==> config.mk <==
export PLATFORM = sky130hd
export DESIGN_NAME = lsci_top
export DESIGN_NICKNAME = d
export VERILOG_FILES = /design/src/rtl/lsci_pkg.sv /design/src/rtl/lsci_adc_model.sv /design/src/rtl/lsci_conv_timer.sv /design/src/rtl/lsci_top.sv
export SDC_FILE = /design/constraint.sdc
export NUM_CORES = 1
export LEC_CHECK = 0
export ABC_AREA = 1
export CORE_MARGIN = 2
export CORE_UTILIZATION = 55
export CTS_CLUSTER_DIAMETER = 30
export DETAILED_ROUTE_END_ITERATION = 16
export DONT_BUFFER_PORTS = 1
export PLACE_DENSITY = 0.81
export SLEW_MARGIN = 20
export SYNTH_ARGS = -nofsm -noshare
export SYNTH_HDL_FRONTEND = slang
export SYNTH_SLANG_ARGS = --single-unit
==> constraint.sdc <==
create_clock -name sys_clk -period 1.87 [get_ports sys_clk]
set_input_delay 0.2805 -clock sys_clk [delete_from_list [all_inputs] [get_ports sys_clk]]
set_output_delay 0.2805 -clock sys_clk [all_outputs]
set_load 0.02 [all_outputs]
==> src/rtl/lsci_pkg.sv <==
package lsci_pkg;

  // Register byte offsets on the AXI4-Lite slave.
  localparam logic [7:0] LSCI_OFF_CTRL = 8'h00;
  localparam logic [7:0] LSCI_OFF_STAT = 8'h04;
  localparam logic [7:0] LSCI_OFF_DATA = 8'h08;
  localparam logic [7:0] LSCI_OFF_IRQ_STAT = 8'h0c;
  localparam logic [7:0] LSCI_OFF_IRQ_MASK = 8'h10;

  // Control register field positions.
  localparam int LSCI_CTRL_MODE_LSB = 0;
  localparam int LSCI_CTRL_RANGE_LSB = 2;
  localparam int LSCI_CTRL_RES_LSB = 4;
  localparam int LSCI_CTRL_START_BIT = 6;

  // Reset value of the control register: software power-down, lowest range.
  localparam logic [31:0] LSCI_CTRL_RST = 32'h0000_0000;

  // Result width.
  localparam int LSCI_RES_W = 16;

  // Conversion timing: printed figures and derived cycle counts.
  localparam int LSCI_CLK_MHZ = 125;
  localparam int LSCI_TCONV_FULL_MS = 90;
  localparam int LSCI_TCONV_MIN_NS = 11000;
  localparam int LSCI_CONV_FULL_CYC = LSCI_TCONV_FULL_MS * 1000 * LSCI_CLK_MHZ;
  localparam int LSCI_CONV_MIN_CYC = (LSCI_TCONV_MIN_NS * LSCI_CLK_MHZ) / 1000;

  // Operating modes.
  typedef enum logic [1:0] {
    LSCI_MODE_SW_DOWN = 2'b00,
    LSCI_MODE_ONE_SHOT = 2'b01,
    LSCI_MODE_CONTINUOUS = 2'b10,
    LSCI_MODE_RSVD = 2'b11
  } lsci_mode_t;

  // Lux scales.
  typedef enum logic [1:0] {
    LSCI_LUX_SCALE_LOWEST = 2'b00,
    LSCI_LUX_SCALE_LOW = 2'b01,
    LSCI_LUX_SCALE_HIGH = 2'b10,
    LSCI_LUX_SCALE_HIGHEST = 2'b11
  } lsci_range_t;

  // AXI responses.
  localparam logic [1:0] LSCI_RESP_OKAY = 2'b00;
  localparam logic [1:0] LSCI_RESP_SLVERR = 2'b10;

endpackage : lsci_pkg

==> src/rtl/lsci_adc_model.sv <==
`timescale 1ns/1ps
`default_nettype none
// Charge-balancing accumulator: counts light pulses and scales by range.
module lsci_adc_model (
  // Clock and reset.
  input wire logic sys_clk,
  input wire logic resetn,
  // Front end.
  input wire logic light_pulse,
  input wire logic clear,
  input wire logic [1:0] range_sel,
  // Result.
  output logic [15:0] count
);
  import lsci_pkg::*;

  // Wide accumulator keeps headroom before the range shift.
  typedef struct packed {
    logic [23:0] acc;
  } lsci_acc_t;

  lsci_acc_t s_q;
  lsci_acc_t s_d;
  logic [23:0] scaled;

  // Accumulate pulses; clear restarts a new conversion.
  always_comb begin
    s_d = s_q;
    if (clear) begin
      s_d.acc = '0;
    end else if (light_pulse && s_q.acc != 24'hff_ffff) begin
      s_d.acc = s_q.acc + 24'h00_0001;
    end
  end

  always_ff @(posedge sys_clk or negedge resetn) begin
    if (!resetn) begin
      s_q <= '0;
    end else begin
      s_q <= s_d;
    end
  end

  // Counts per lux scale
  // Each wider range gives a quarter of the counts per lux; saturate.
  always_comb begin
    scaled = s_q.acc >> {range_sel, 1'b0};
    if (scaled > 24'h00_ffff) begin
      count = 16'hffff;
    end else begin
      count = scaled[LSCI_RES_W-1:0];
    end
  end

endmodule : lsci_adc_model
`default_nettype wire

==> src/rtl/lsci_conv_timer.sv <==
`timescale 1ns/1ps
`default_nettype none
// Conversion timer: counts one conversion period, shortened by resolution.
module lsci_conv_timer (
  // Clock and reset.
  input wire logic sys_clk,
  input wire logic resetn,
  // Control.
  input wire logic start,
  input wire logic [1:0] res_sel,
  input wire logic [31:0] full_cyc,
  // Status.
  output logic busy,
  output logic done
);
  import lsci_pkg::*;

  // All timer state in one struct.
  typedef struct packed {
    logic busy;
    logic done;
    logic [31:0] cnt;
  } lsci_tmr_t;

  lsci_tmr_t s_q;
  lsci_tmr_t s_d;

  // Period per resolution
  // Each resolution step divides the period by 16, never below the floor.
  function automatic logic [31:0] lsci_period(input logic [31:0] full,
                                              input logic [1:0] res);
    logic [31:0] p;
    p = full >> {res, 2'b00};
    if (p < 32'(LSCI_CONV_MIN_CYC)) begin
      p = 32'(LSCI_CONV_MIN_CYC);
    end
    return p;
  endfunction : lsci_period

  // Next-state logic; done pulses for one cycle at the end of a period.
  always_comb begin
    s_d = s_q;
    s_d.done = 1'b0;
    if (s_q.busy) begin
      if (s_q.cnt <= 32'h0000_0001) begin
        s_d.busy = 1'b0;
        s_d.done = 1'b1;
      end else begin
        s_d.cnt = s_q.cnt - 32'h0000_0001;
      end
    end else if (start) begin
      s_d.busy = 1'b1;
      s_d.cnt = lsci_period(full_cyc, res_sel);
    end
  end

  // State register.
  always_ff @(posedge sys_clk or negedge resetn) begin
    if (!resetn) begin
      s_q <= '0;
    end else begin
      s_q <= s_d;
    end
  end

  assign busy = s_q.busy;
  assign done = s_q.done;

endmodule : lsci_conv_timer
`default_nettype wire

==> src/rtl/lsci_top.sv <==
// Chosen here: the AXI4-Lite slave port and the register addresses.
`timescale 1ns/1ps
`default_nettype none
// Overview of operation
// - Results are unsigned, up to sixteen bits.
// - Period 90 ms full, down to 11 us.
// - One-shot mode powers down after conversion.
// - Software power-down set and left by host.
// - Interrupt flag persists until host clears.
// - Conversions continue while interrupt pending.
// - Interrupt pin open-drain, pulled low only.
// - Four lux scales set counts per lux.
module lsci_top #(
  parameter int CONV_FULL_CYC = lsci_pkg::LSCI_CONV_FULL_CYC
) (
  // Clock and reset.
  input wire logic sys_clk,
  input wire logic resetn,
  // AXI4-Lite write address and data.
  input wire logic [7:0] s_axi_awaddr,
  input wire logic s_axi_awvalid,
  output logic s_axi_awready,
  input wire logic [31:0] s_axi_wdata,
  input wire logic [3:0] s_axi_wstrb,
  input wire logic s_axi_wvalid,
  output logic s_axi_wready,
  // AXI4-Lite write response.
  output logic [1:0] s_axi_bresp,
  output logic s_axi_bvalid,
  input wire logic s_axi_bready,
  // AXI4-Lite read.
  input wire logic [7:0] s_axi_araddr,
  input wire logic s_axi_arvalid,
  output logic s_axi_arready,
  output logic [31:0] s_axi_rdata,
  output logic [1:0] s_axi_rresp,
  output logic s_axi_rvalid,
  input wire logic s_axi_rready,
  // Light front end.
  input wire logic light_pulse,
  // Open-drain interrupt pin and level interrupt.
  output logic int_pin_o,
  output logic int_pin_oe,
  output logic irq
);
  import lsci_pkg::*;

  // All block state in one struct.
  typedef struct packed {
    logic [1:0] mode;
    logic [1:0] range;
    logic [1:0] res;
    logic start_req;
    logic [15:0] result;
    logic conv_flag;
    logic [1:0] irq_stat;
    logic [1:0] irq_mask;
    logic aw_hold;
    logic [7:0] aw_addr;
    logic w_hold;
    logic [31:0] w_data;
    logic [3:0] w_strb;
    logic bvalid;
    logic [1:0] bresp;
    logic rvalid;
    logic [31:0] rdata;
    logic [1:0] rresp;
  } lsci_state_t;

  lsci_state_t s_q;
  lsci_state_t s_d;

  // Timer and converter hookup.
  logic tmr_busy;
  logic tmr_done;
  logic tmr_start;
  logic [15:0] adc_count;
  logic wr_fire;
  logic rd_fire;

  // Write merges byte lanes into a register value.
  function automatic logic [31:0] lsci_merge(input logic [31:0] old,
                                             input logic [31:0] wd,
                                             input logic [3:0] st);
    logic [31:0] r;
    r = old;
    for (int i = 0; i < 4; i++) begin
      if (st[i]) begin
        r[i*8 +: 8] = wd[i*8 +: 8];
      end
    end
    return r;
  endfunction : lsci_merge

  // Control word packed from its fields.
  function automatic logic [31:0] lsci_ctrl_word(input lsci_state_t s);
    logic [31:0] w;
    w = LSCI_CTRL_RST;
    w[LSCI_CTRL_MODE_LSB +: 2] = s.mode;
    w[LSCI_CTRL_RANGE_LSB +: 2] = s.range;
    w[LSCI_CTRL_RES_LSB +: 2] = s.res;
    return w;
  endfunction : lsci_ctrl_word

  // Conversion timer instance; the resolution field shortens the period.
  // Conversion period timer
  lsci_conv_timer i_lsci_conv_timer (
    .sys_clk(sys_clk),
    .resetn(resetn),
    .start(tmr_start),
    .res_sel(s_q.res),
    .full_cyc(32'(CONV_FULL_CYC)),
    .busy(tmr_busy),
    .done(tmr_done)
  );

  // Converter accumulator, restarted with each new conversion.
  lsci_adc_model i_lsci_adc_model (
    .sys_clk(sys_clk),
    .resetn(resetn),
    .light_pulse(light_pulse),
    .clear(tmr_start),
    .range_sel(s_q.range),
    .count(adc_count)
  );

  // Continuous mode starts back to back even with irq pending; software
  // power-down never starts, one-shot starts only on request.
  // Continuous back-to-back
  always_comb begin
    tmr_start = 1'b0;
    if (!tmr_busy && !tmr_done) begin
      if (s_q.mode == LSCI_MODE_CONTINUOUS) begin
        tmr_start = 1'b1;
      end else if (s_q.mode == LSCI_MODE_ONE_SHOT && s_q.start_req) begin
        tmr_start = 1'b1;
      end
    end
  end

  // A write fires once both address and data are held and no response waits.
  assign wr_fire = s_q.aw_hold && s_q.w_hold && !s_q.bvalid;
  assign rd_fire = s_axi_arvalid && !s_q.rvalid;

  assign s_axi_awready = !s_q.aw_hold;
  assign s_axi_wready = !s_q.w_hold;
  assign s_axi_arready = !s_q.rvalid;

  // Main next-state process.
  always_comb begin
    logic [31:0] nv;
    nv = '0;
    s_d = s_q;

    // Catch address and data independently, in either order.
    if (s_axi_awvalid && !s_q.aw_hold) begin
      s_d.aw_hold = 1'b1;
      s_d.aw_addr = s_axi_awaddr;
    end
    if (s_axi_wvalid && !s_q.w_hold) begin
      s_d.w_hold = 1'b1;
      s_d.w_data = s_axi_wdata;
      s_d.w_strb = s_axi_wstrb;
    end
    if (s_axi_bvalid && s_axi_bready) begin
      s_d.bvalid = 1'b0;
    end
    if (s_q.rvalid && s_axi_rready) begin
      s_d.rvalid = 1'b0;
    end

    // One-shot request is consumed when its conversion begins.
    if (tmr_start) begin
      s_d.start_req = 1'b0;
    end

    // Register writes.
    // Register write decode
    if (wr_fire) begin
      s_d.aw_hold = 1'b0;
      s_d.w_hold = 1'b0;
      s_d.bvalid = 1'b1;
      s_d.bresp = LSCI_RESP_OKAY;
      if (s_q.aw_addr == LSCI_OFF_CTRL) begin
        nv = lsci_merge(lsci_ctrl_word(s_q), s_q.w_data, s_q.w_strb);
        s_d.mode = nv[LSCI_CTRL_MODE_LSB +: 2];
        s_d.range = nv[LSCI_CTRL_RANGE_LSB +: 2];
        s_d.res = nv[LSCI_CTRL_RES_LSB +: 2];
        s_d.start_req = nv[LSCI_CTRL_START_BIT] && s_q.w_strb[0];
      end else if (s_q.aw_addr == LSCI_OFF_IRQ_MASK) begin
        nv = lsci_merge({30'h0, s_q.irq_mask}, s_q.w_data, s_q.w_strb);
        s_d.irq_mask = nv[1:0];
      end else if (s_q.aw_addr == LSCI_OFF_STAT ||
                   s_q.aw_addr == LSCI_OFF_DATA ||
                   s_q.aw_addr == LSCI_OFF_IRQ_STAT) begin
        s_d.bresp = LSCI_RESP_OKAY;
      end else begin
        s_d.bresp = LSCI_RESP_SLVERR;
      end
    end

    // Register reads; a status read clears the flag, an interrupt status read the sticky bits.
    if (rd_fire) begin
      s_d.rvalid = 1'b1;
      s_d.rresp = LSCI_RESP_OKAY;
      if (s_axi_araddr == LSCI_OFF_CTRL) begin
        s_d.rdata = lsci_ctrl_word(s_q);
      end else if (s_axi_araddr == LSCI_OFF_STAT) begin
        s_d.rdata = {28'h0, s_q.start_req, tmr_busy, 1'b0, s_q.conv_flag};
        s_d.conv_flag = 1'b0;
      end else if (s_axi_araddr == LSCI_OFF_DATA) begin
        s_d.rdata = {16'h0, s_q.result};
      end else if (s_axi_araddr == LSCI_OFF_IRQ_STAT) begin
        s_d.rdata = {30'h0, s_q.irq_stat};
        s_d.irq_stat = 2'b00;
      end else if (s_axi_araddr == LSCI_OFF_IRQ_MASK) begin
        s_d.rdata = {30'h0, s_q.irq_mask};
      end else begin
        s_d.rdata = '0;
        s_d.rresp = LSCI_RESP_SLVERR;
      end
    end

    // Conversion end: latch result and set flags; the set beats a clear.
    // Latch 16-bit result
    if (tmr_done) begin
      s_d.result = adc_count;
      s_d.conv_flag = 1'b1;
      s_d.irq_stat[0] = 1'b1;
    end
    // A write that the bus refused is an event too.
    if (wr_fire && s_d.bresp == LSCI_RESP_SLVERR) begin
      s_d.irq_stat[1] = 1'b1;
    end
  end

  // State register.
  // Reset clears flag
  always_ff @(posedge sys_clk or negedge resetn) begin
    if (!resetn) begin
      s_q <= '0;
    end else begin
      s_q <= s_d;
    end
  end

  // Bus outputs straight from flops.
  assign s_axi_bvalid = s_q.bvalid;
  assign s_axi_bresp = s_q.bresp;
  assign s_axi_rvalid = s_q.rvalid;
  assign s_axi_rdata = s_q.rdata;
  assign s_axi_rresp = s_q.rresp;

  // The pin is only ever pulled low, never driven high.
  // Open-drain drive
  assign int_pin_o = 1'b0;
  assign int_pin_oe = s_q.conv_flag;
  assign irq = |(s_q.irq_stat & s_q.irq_mask);

  // Assertions guarding the block.
  AST_PIN_FOLLOWS_FLAG: assert property (
    @(posedge sys_clk) disable iff (!resetn) int_pin_oe == s_q.conv_flag)
    else $error("Interrupt pin does not follow the flag.");

  AST_PIN_NEVER_HIGH: assert property (
    @(posedge sys_clk) disable iff (!resetn) int_pin_o == 1'b0)
    else $error("Interrupt pin driven high.");

  AST_FLAG_ON_DONE: assert property (
    @(posedge sys_clk) disable iff (!resetn) tmr_done |=> s_q.conv_flag)
    else $error("Flag not set after conversion end.");

  AST_FLAG_HOLDS: assert property (
    @(posedge sys_clk) disable iff (!resetn)
    (s_q.conv_flag && !(rd_fire && s_axi_araddr == LSCI_OFF_STAT))
    |=> s_q.conv_flag)
    else $error("Flag dropped without a status read.");

  AST_CONT_RESTART: assert property (
    @(posedge sys_clk) disable iff (!resetn)
    (tmr_done && s_q.mode == LSCI_MODE_CONTINUOUS && !wr_fire)
    |=> ##1 tmr_busy)
    else $error("Continuous conversion did not restart.");

  AST_ONESHOT_STOPS: assert property (
    @(posedge sys_clk) disable iff (!resetn)
    (s_q.mode == LSCI_MODE_ONE_SHOT && !s_q.start_req) |-> !tmr_start)
    else $error("One-shot started without a request.");

  AST_SWDOWN_IDLE: assert property (
    @(posedge sys_clk) disable iff (!resetn)
    s_q.mode == LSCI_MODE_SW_DOWN |-> !tmr_start)
    else $error("Conversion started in software power-down.");

  AST_RESULT_LATCH: assert property (
    @(posedge sys_clk) disable iff (!resetn)
    tmr_done |=> s_q.result == $past(adc_count))
    else $error("Result not latched at conversion end.");

  AST_RANGE_WRITE: assert property (
    @(posedge sys_clk) disable iff (!resetn)
    (wr_fire && s_q.aw_addr == LSCI_OFF_CTRL && s_q.w_strb[0])
    |=> s_q.range == $past(s_q.w_data[LSCI_CTRL_RANGE_LSB +: 2]))
    else $error("Range write not taken.");

  AST_BRESP_ONE: assert property (
    @(posedge sys_clk) disable iff (!resetn) wr_fire |=> s_axi_bvalid)
    else $error("Write response missing.");

  AST_IRQ_STAT_SET: assert property (
    @(posedge sys_clk) disable iff (!resetn) tmr_done |=> s_q.irq_stat[0])
    else $error("Conversion end not recorded as an event.");

  AST_IRQ_STICKY: assert property (
    @(posedge sys_clk) disable iff (!resetn)
    (s_q.irq_stat[0] && !(rd_fire && s_axi_araddr == LSCI_OFF_IRQ_STAT))
    |=> s_q.irq_stat[0])
    else $error("Event bit dropped without a read.");

  AST_RESULT_STEADY: assert property (
    @(posedge sys_clk) disable iff (!resetn)
    !tmr_done |=> $stable(s_q.result))
    else $error("Result changed without a conversion end.");

  AST_PIN_RELEASE: assert property (
    @(posedge sys_clk) disable iff (!resetn)
    (rd_fire && s_axi_araddr == LSCI_OFF_STAT && !tmr_done)
    |=> !int_pin_oe)
    else $error("Interrupt pin not released after a status read.");

  AST_BRESP_STANDS: assert property (
    @(posedge sys_clk) disable iff (!resetn)
    (s_axi_bvalid && !s_axi_bready)
    |=> (s_axi_bvalid && $stable(s_axi_bresp)))
    else $error("Write response dropped before it was taken.");

  AST_RDATA_STANDS: assert property (
    @(posedge sys_clk) disable iff (!resetn)
    (s_axi_rvalid && !s_axi_rready)
    |=> (s_axi_rvalid && $stable(s_axi_rdata)))
    else $error("Read data dropped before it was taken.");

endmodule : lsci_top
`default_nettype wire
==> results of run 1 <==
## synth_stat cells (5+ instances only)
cell and instances:
o21ai_2 21, or2_2 9, nand3_1 70, nor2_2 6, clkbuf_1 14, dfrtp_1 125
xor2_1 11, ha_1 10, mux2_2 12, a21oi_1 17, nand2_1 304, nand2_2 6
nor2_4 6, nor2_1 154, o21bai_1 7, buf_6 5, buf_4 40, o21ai_0 80
nor3_1 9, o22ai_1 15, nand4_1 19, buf_2 7, inv_1 98
## worst max-delay path: cells and delay by family, from the launching register on
family,cells,cell delay [ps]
DFF,1,420
AOI/OAI and AO/OA,2,330
and+or+nand+nor,3,320
buffers and inverters,2,600
## per-stage QoR
stage	TNS (ps)	cells
5_1_grt	-104	1289
3_5_place_dp	-729	1249
4_1_cts	0	1288
3_3_place_gp	-20.2	1249
2_1_floorplan	0	1094
6_report	0	1289
## what timing repair did
action,in CTS,in global routing
hold endpoints to repair,132,125
gates cloned,0,1
resized for setup,2,17
endpoints found under the setup margin,18,32
## logic make-up after synthesis
group	share of synthesized area [%]
simple gates	32.2
buf+inv	11.0
compound gates	11.5
flops	40.1
xor+xnor	1.68
mux	1.86
fa+ha+maj	1.60
other cells	0.0481
## worst max-delay path by stage
stage | slack [ps] | cells past startpoint | end | start
2_1_floorplan | 210 | 12 | i_lsci_conv_timer.s_q[25] | i_lsci_conv_timer.s_q[0]
3_3_place_gp | -6 | 11 | i_lsci_conv_timer.s_q[12] | i_lsci_conv_timer.s_q[1]
3_5_place_dp | -70 | 11 | i_lsci_conv_timer.s_q[12] | i_lsci_conv_timer.s_q[1]
4_1_cts | 6 | 11 | i_lsci_conv_timer.s_q[6] | i_lsci_conv_timer.s_q[1]
5_1_grt | -40 | 7 | i_lsci_adc_model.s_q[6] | s_q[105]
6_report | 80 | 7 | i_lsci_adc_model.s_q[6] | s_q[105]
## final cells by class
type                    count  area [sq um]
fillers                  1150          5190
multi-input cells         799          3950
flip-flops and latches    125          3130
clock buffers              18           439
repair buffers             50           430
inverters                 103           390
well taps                 180           225
clock inverters            14           135
## power breakdown
group          switching (uW)  leakage (uW)  internal [uW]
Clock                    1300      0.000270           1880
Combinational            2690       0.00232           1490
Sequential                620       0.00163           3370
Total                    4610       0.00422           6730
## flip-flops by register name, summed over array words and instances, names as in the netlist
register                cells
s_axi_bvalid                1
i_lsci_adc_model.s_q       24
s_axi_rresp                 1
i_lsci_conv_timer.busy      1
int_pin_oe                  1
i_lsci_conv_timer.s_q      32
i_lsci_conv_timer.done      1
s_axi_rdata                16
s_q                        45
s_axi_rvalid                1
s_axi_bresp                 2
## layer usage
metal	vias up	track usage (%)	wire, um
met1	3292	35.1	8340
met5	-	0	0
met4	0	10.8	535
met2	272	42.8	9290
li1	3443	-	-
met3	56	4.61	1250
==> impl_results.md, run 1 <==
- Post-synth EDFFs: 0
- Post-synth top area cell: dfrtp_1
- H-tree levels: 4
- Crit start category: flip-flop
- Port Buf Inserts: 0
- Slew Viols, Final: 0
- Final WS setup: between 70 and 80 ps
- Worst reg2reg startpoint: s_q[105]
- Sequential fraction of the synthesis area: 40.1%
- Die Width: 123 um
- Fin. Hold Viols: around 130
- Total Nets Final: 1166
- # DRC: 0
- Worst vdd ir: 0.953 mV
- Final worst path period share: 95.9%
- Vias: 7063
- YS warnings: 0
- Final setup fails: 0
- Hold WS: -446 ps
- Synthesis-stage register bit count: 125
- Minimum clock period: 1790 ps
- R2r setup slk: 80 ps
- Setup CP Type: flip-flop to flip-flop
- Iteration-0 DRC Markers: roughly 730
- # IOs: 104
- Post-CTS Setup Bufs: 0
- Static leakage: between 0.004 and 0.005 uW
- Crit-path slowest cell: dfrtp_1
- Final Skew: 12.0 ps
- Most frequent cells in the layout: nand2_1 (302), nor2_1 (150), dfrtp_1 (125)
- Top cells by area, synth: dfrtp_1 (40%), nand2_1 (15%), nor2_1 (7.4%), o21ai_0 (5.1%), inv_1 (4.7%)
- Root Driver: clkbuf_16
- CP max FO: 16
- Placer Congestion: between 0.9 and 1
- Routed length per placed instance: ~15 um
- Crit path cell chain: a21oi_1 -> nor2_4 -> inv_2 -> nand2_4 -> inv_2 -> nand2_1 -> o31ai_1
- Hold WC Path Type: input port to asynchronous set/reset pin
- Post-Place Setup Slack: -67.4 ps
- Worst Max-Slew Pin Slew: 511 ps
- Remaining global-route overflow: 0
- Final instance area: 8690 sq um
- Slew HR: 65.9%
- Worst-path clk slew: 60 ps
- Async S/R FF share, synth: 100%
- Status: finished with violations
- Critical Path AT: ~2100 ps
- Vias in the first global route: 6670
- Pwr dens: 1310 nW/um^2
- RSZ-0062 raised after global routing: true
- Initial core utilization: 56.2%
- Vias/cell: 5.48
- Failing checks: negative hold slack
- Cts bufs inserted: 17
- Share of layout cells above drive strength 1: 14.1%
- Most common cell after layout, fill and taps aside: nand2_1
- FF-to-FF End: i_lsci_adc_model.s_q[6]
- R2R depth: 7
- CP peak stage delay: 420 ps
- Core Area: between 10000 and 15000 sq um
- CTS Sinks: approximately 130
- Largest net degree at the start of global routing: 126
- Number of max-cap violations: 0
- Hold buffer count at cts: 7
- Crit. End Element: flip-flop
- Routed WL: 19400 um
- Ant diodes: 0
- Total track usage: 26.4%
- Total iterations of the first detailed-routing run: 7
- Worst EP required: 2180 ps
- Post-DP HPWL: 13100 um
- Yosys top cell area share: between 40 and 50%
- CTS tree: done
- Highest Clock Rate: 558 MHz
- Routed Antenna Nets: 0
- Full die area: 15100 sq um
- Ys flop type: dfrtp_1
- Critical Path Most Common Cell: inv_2
- Area delta synth->final: 11.5%
- Clock Latency Late Sink: 420 ps
- Power Total: 11300 uW
- Syn Inst Count: ~1100
- Fin util: 62.6%
- Die H: 123 um
- Antenna violations before repair: 0
- Area after DPL: 7980 sq um
- Bufs on Longest Clock Path: 2
- Post-synthesis cell type count: 40
- Global-route wire length before repair: ~32000 um
- Mean Syn Cell Area: 7.24 sq um
- Core Rows: 43
- Mapped cell area: 7800 sq um
Power figures use the tool's default switching activity.
==> run 2, diff against run 1 <==
- PLACE_DENSITY: 0.81 -> 0.69
==> impl_results.md, run 2 (same netlist as run 1, synthesis figures left out) <==
- Number of max-cap violations: 0
- Critical Path Most Common Cell: inv_1
- Initial core utilization: 56.2%
- Die Width: 123 um
- Vias in the first global route: between 6000 and 7000
- Post-DP HPWL: 13400 um
- Total iterations of the first detailed-routing run: 5
- Top reg by flops: s_q
- Final setup fails: 0
- Pwr dens: 1280 nW/um^2
- Ant diodes: 0
- Cts bufs inserted: 17
- Buffers & Inverters on Critical Path: 3
- Crit start category: flip-flop
- Routed Antenna Nets: 0
- Most frequent cells in the layout: nand2_1 (303), nor2_1 (150), dfrtp_1 (123)
- Worst vdd ir: ~0.9 mV
- Highest Clock Rate: approximately 580 MHz
- Comb pwr share: between 30% and 40%
- Power Total: 11300 uW
- Switching power: 4500 uW
- Status: finished with violations
- Routing usage on met3: 6.04%
- Post-CTS Setup Bufs: 0
- Crit-path slowest cell: dfrtp_1
- Final Skew: 10.6 ps
- Slew HR: 64.7%
- Total track usage: 26.7%
- CP max FO: 28
- Hold WC Path Type: input port to asynchronous set/reset pin
- CP peak stage delay: 390 ps
- # fillers: approximately 1200
- Final worst path period share: 92.4%
- Minimum clock period: 1730 ps
- Fin. Hold Viols: 125
- Routed length per placed instance: 14.5 um
- Switching portion of total power: between 30% and 40%
- GR met1 Demand/Resource: 33.9%
- Largest register FFs: 45
- Crit. Startpoint: s_q[108]
- Vias: 6964
- Antenna violations before repair: 0
- Int Power: a little under 7000 uW
- Share of layout cells above drive strength 1: roughly 14%
- Iteration-0 DRC Markers: 472
- Root Driver: clkbuf_16
- Total Nets Final: 1182
- Core Rows: 43
- CTS Sinks: 125
- Clock share of power: 29.2%
- Bufs on Longest Clock Path: 2
- Most Crowded Layer GR: met2
- Crit path cell chain: buf_12 -> inv_1 -> o21ai_0 -> nor2_1 -> or2_2 -> o22ai_1 -> inv_1
- Hold WS: -455 ps
- Full die area: 15100 sq um
- Placer Congestion: 0.924
- Worst-path clk slew: about 60 ps
- Die H: 123 um
- Core Area: 13900 sq um
- # DRC: 0
- Crit-path leading delay family: compound AO/OA/AOI/OAI gates
- Remaining global-route overflow: 0
- Worst reg2reg startpoint: s_q[108]
- Final WS setup: 142 ps
- H-tree levels: 4
- Top Registers: s_q (45), i_lsci_conv_timer.s_q (32), i_lsci_adc_model.s_q (24)
- Setup TNS: 0 ps
- Routed WL: 19000 um
- Worst EP required: roughly 2200 ps
- # IOs: 104
- Met2 GRT Util: 45.3%
- Most common cell after layout, fill and taps aside: nand2_1
- Clock Latency Late Sink: 430 ps
- Port Buf Inserts: 0
- Worst Max-Slew Pin Slew: 528 ps
- Critical Path AT: 2050 ps
- Slew Viols, Final: 0
- Area delta synth->final: 13.6%
- Setup CP Type: flip-flop to flip-flop
- Area after DPL: between 8000 and 9000 sq um
- Reg power frac: 34.8%
- Failing checks: negative hold slack
- Post-Place Setup Slack: -50.2 ps
- Crit. End Element: flip-flop
- Largest net degree at the start of global routing: 126
- CTS tree: done
- Static leakage: 0.00431 uW
- Vias/cell: roughly 5.3
- Hold buffer count at cts: 17
- Final instance area: 8860 sq um
- Global-route wire length before repair: about 32000 um
==> run 2: cell count changes in the layout (fill, tap and decap cells not counted), sizes merged <==
cell,previous run,this run
dlygate4sd3,7,17
bufinv,1,2
inv,106,107
nand2,314,313
clkinvlp,5,4
buf,43,50
clkbuf,18,17
==> run 2: repair_timing <==
item / in CTS / in global routing
pin swaps: 0 / 1
resized for setup: 1 / 12
endpoints found under the hold margin: 142 / 125
setup endpoints to repair: 5 / 38
==> run 2: path summary, 6_finish.rpt <==
path                                              to  slack, ps  depth (start not counted)
min reg2reg                                  s_q[97]        500                          2
max reg2reg                                  s_q[96]        140                          7
max                                          s_q[96]        140                          7
min in group sys_clk                         s_q[43]         30                          2
max in group asynchronous  i_lsci_conv_timer.s_q[16]       2150                          0
min                         i_lsci_adc_model.s_q[22]       -450                          0
==> run 2: worst reg2reg max path, cell delays in order, from the launching register on <==
cell and delay (ps):
dfrtp_1 390, buf_12 170, inv_1 180, o21ai_0 340
nor2_1 60, or2_2 290, o22ai_1 130, inv_1 60
==> run 2: cell type report <==
class / instances / area [sq um] / share of cell area [%]
multi-input combinational: 798 / 3920 / 44.2
sequential: 125 / 3130 / 35.3
timing repair buffer: 67 / 608 / 6.86
clock buffer: 17 / 425 / 4.80
inverter: 103 / 389 / 4.39
tap: 180 / 225 / 2.54
clock inverter: 15 / 161 / 1.82
==> run 2: layer usage <==
| layer | wire length [um] | up-vias |
|---|---|---|
| li1 | - | 3477 |
| met1 | 8440 | 3297 |
| met2 | 9380 | 155 |
| met3 | 748 | 35 |
| met4 | 399 | 0 |
| met5 | 0 | - |
==> run 2: power by group through the flow <==
stage | clock network, uW | registers (uW) | logic (uW)
6_report | 3310 | 3950 | 4080
2_1_floorplan | 0 | 3800 | 3080
4_1_cts | 3360 | 3940 | 4000
3_5_place_dp | 0 | 3980 | 3940
5_1_grt | 3480 | 4040 | 4630
3_3_place_gp | 0 | 3950 | 3880
==> run 2: through the flow <==
stage                     util (%)  std cells
after floorplan                  -       1094
after global placement        58.0       1256
after detailed placement      58.0       1256
after CTS                     63.5       1305
after global routing          63.8       1305
final                         63.8       1305
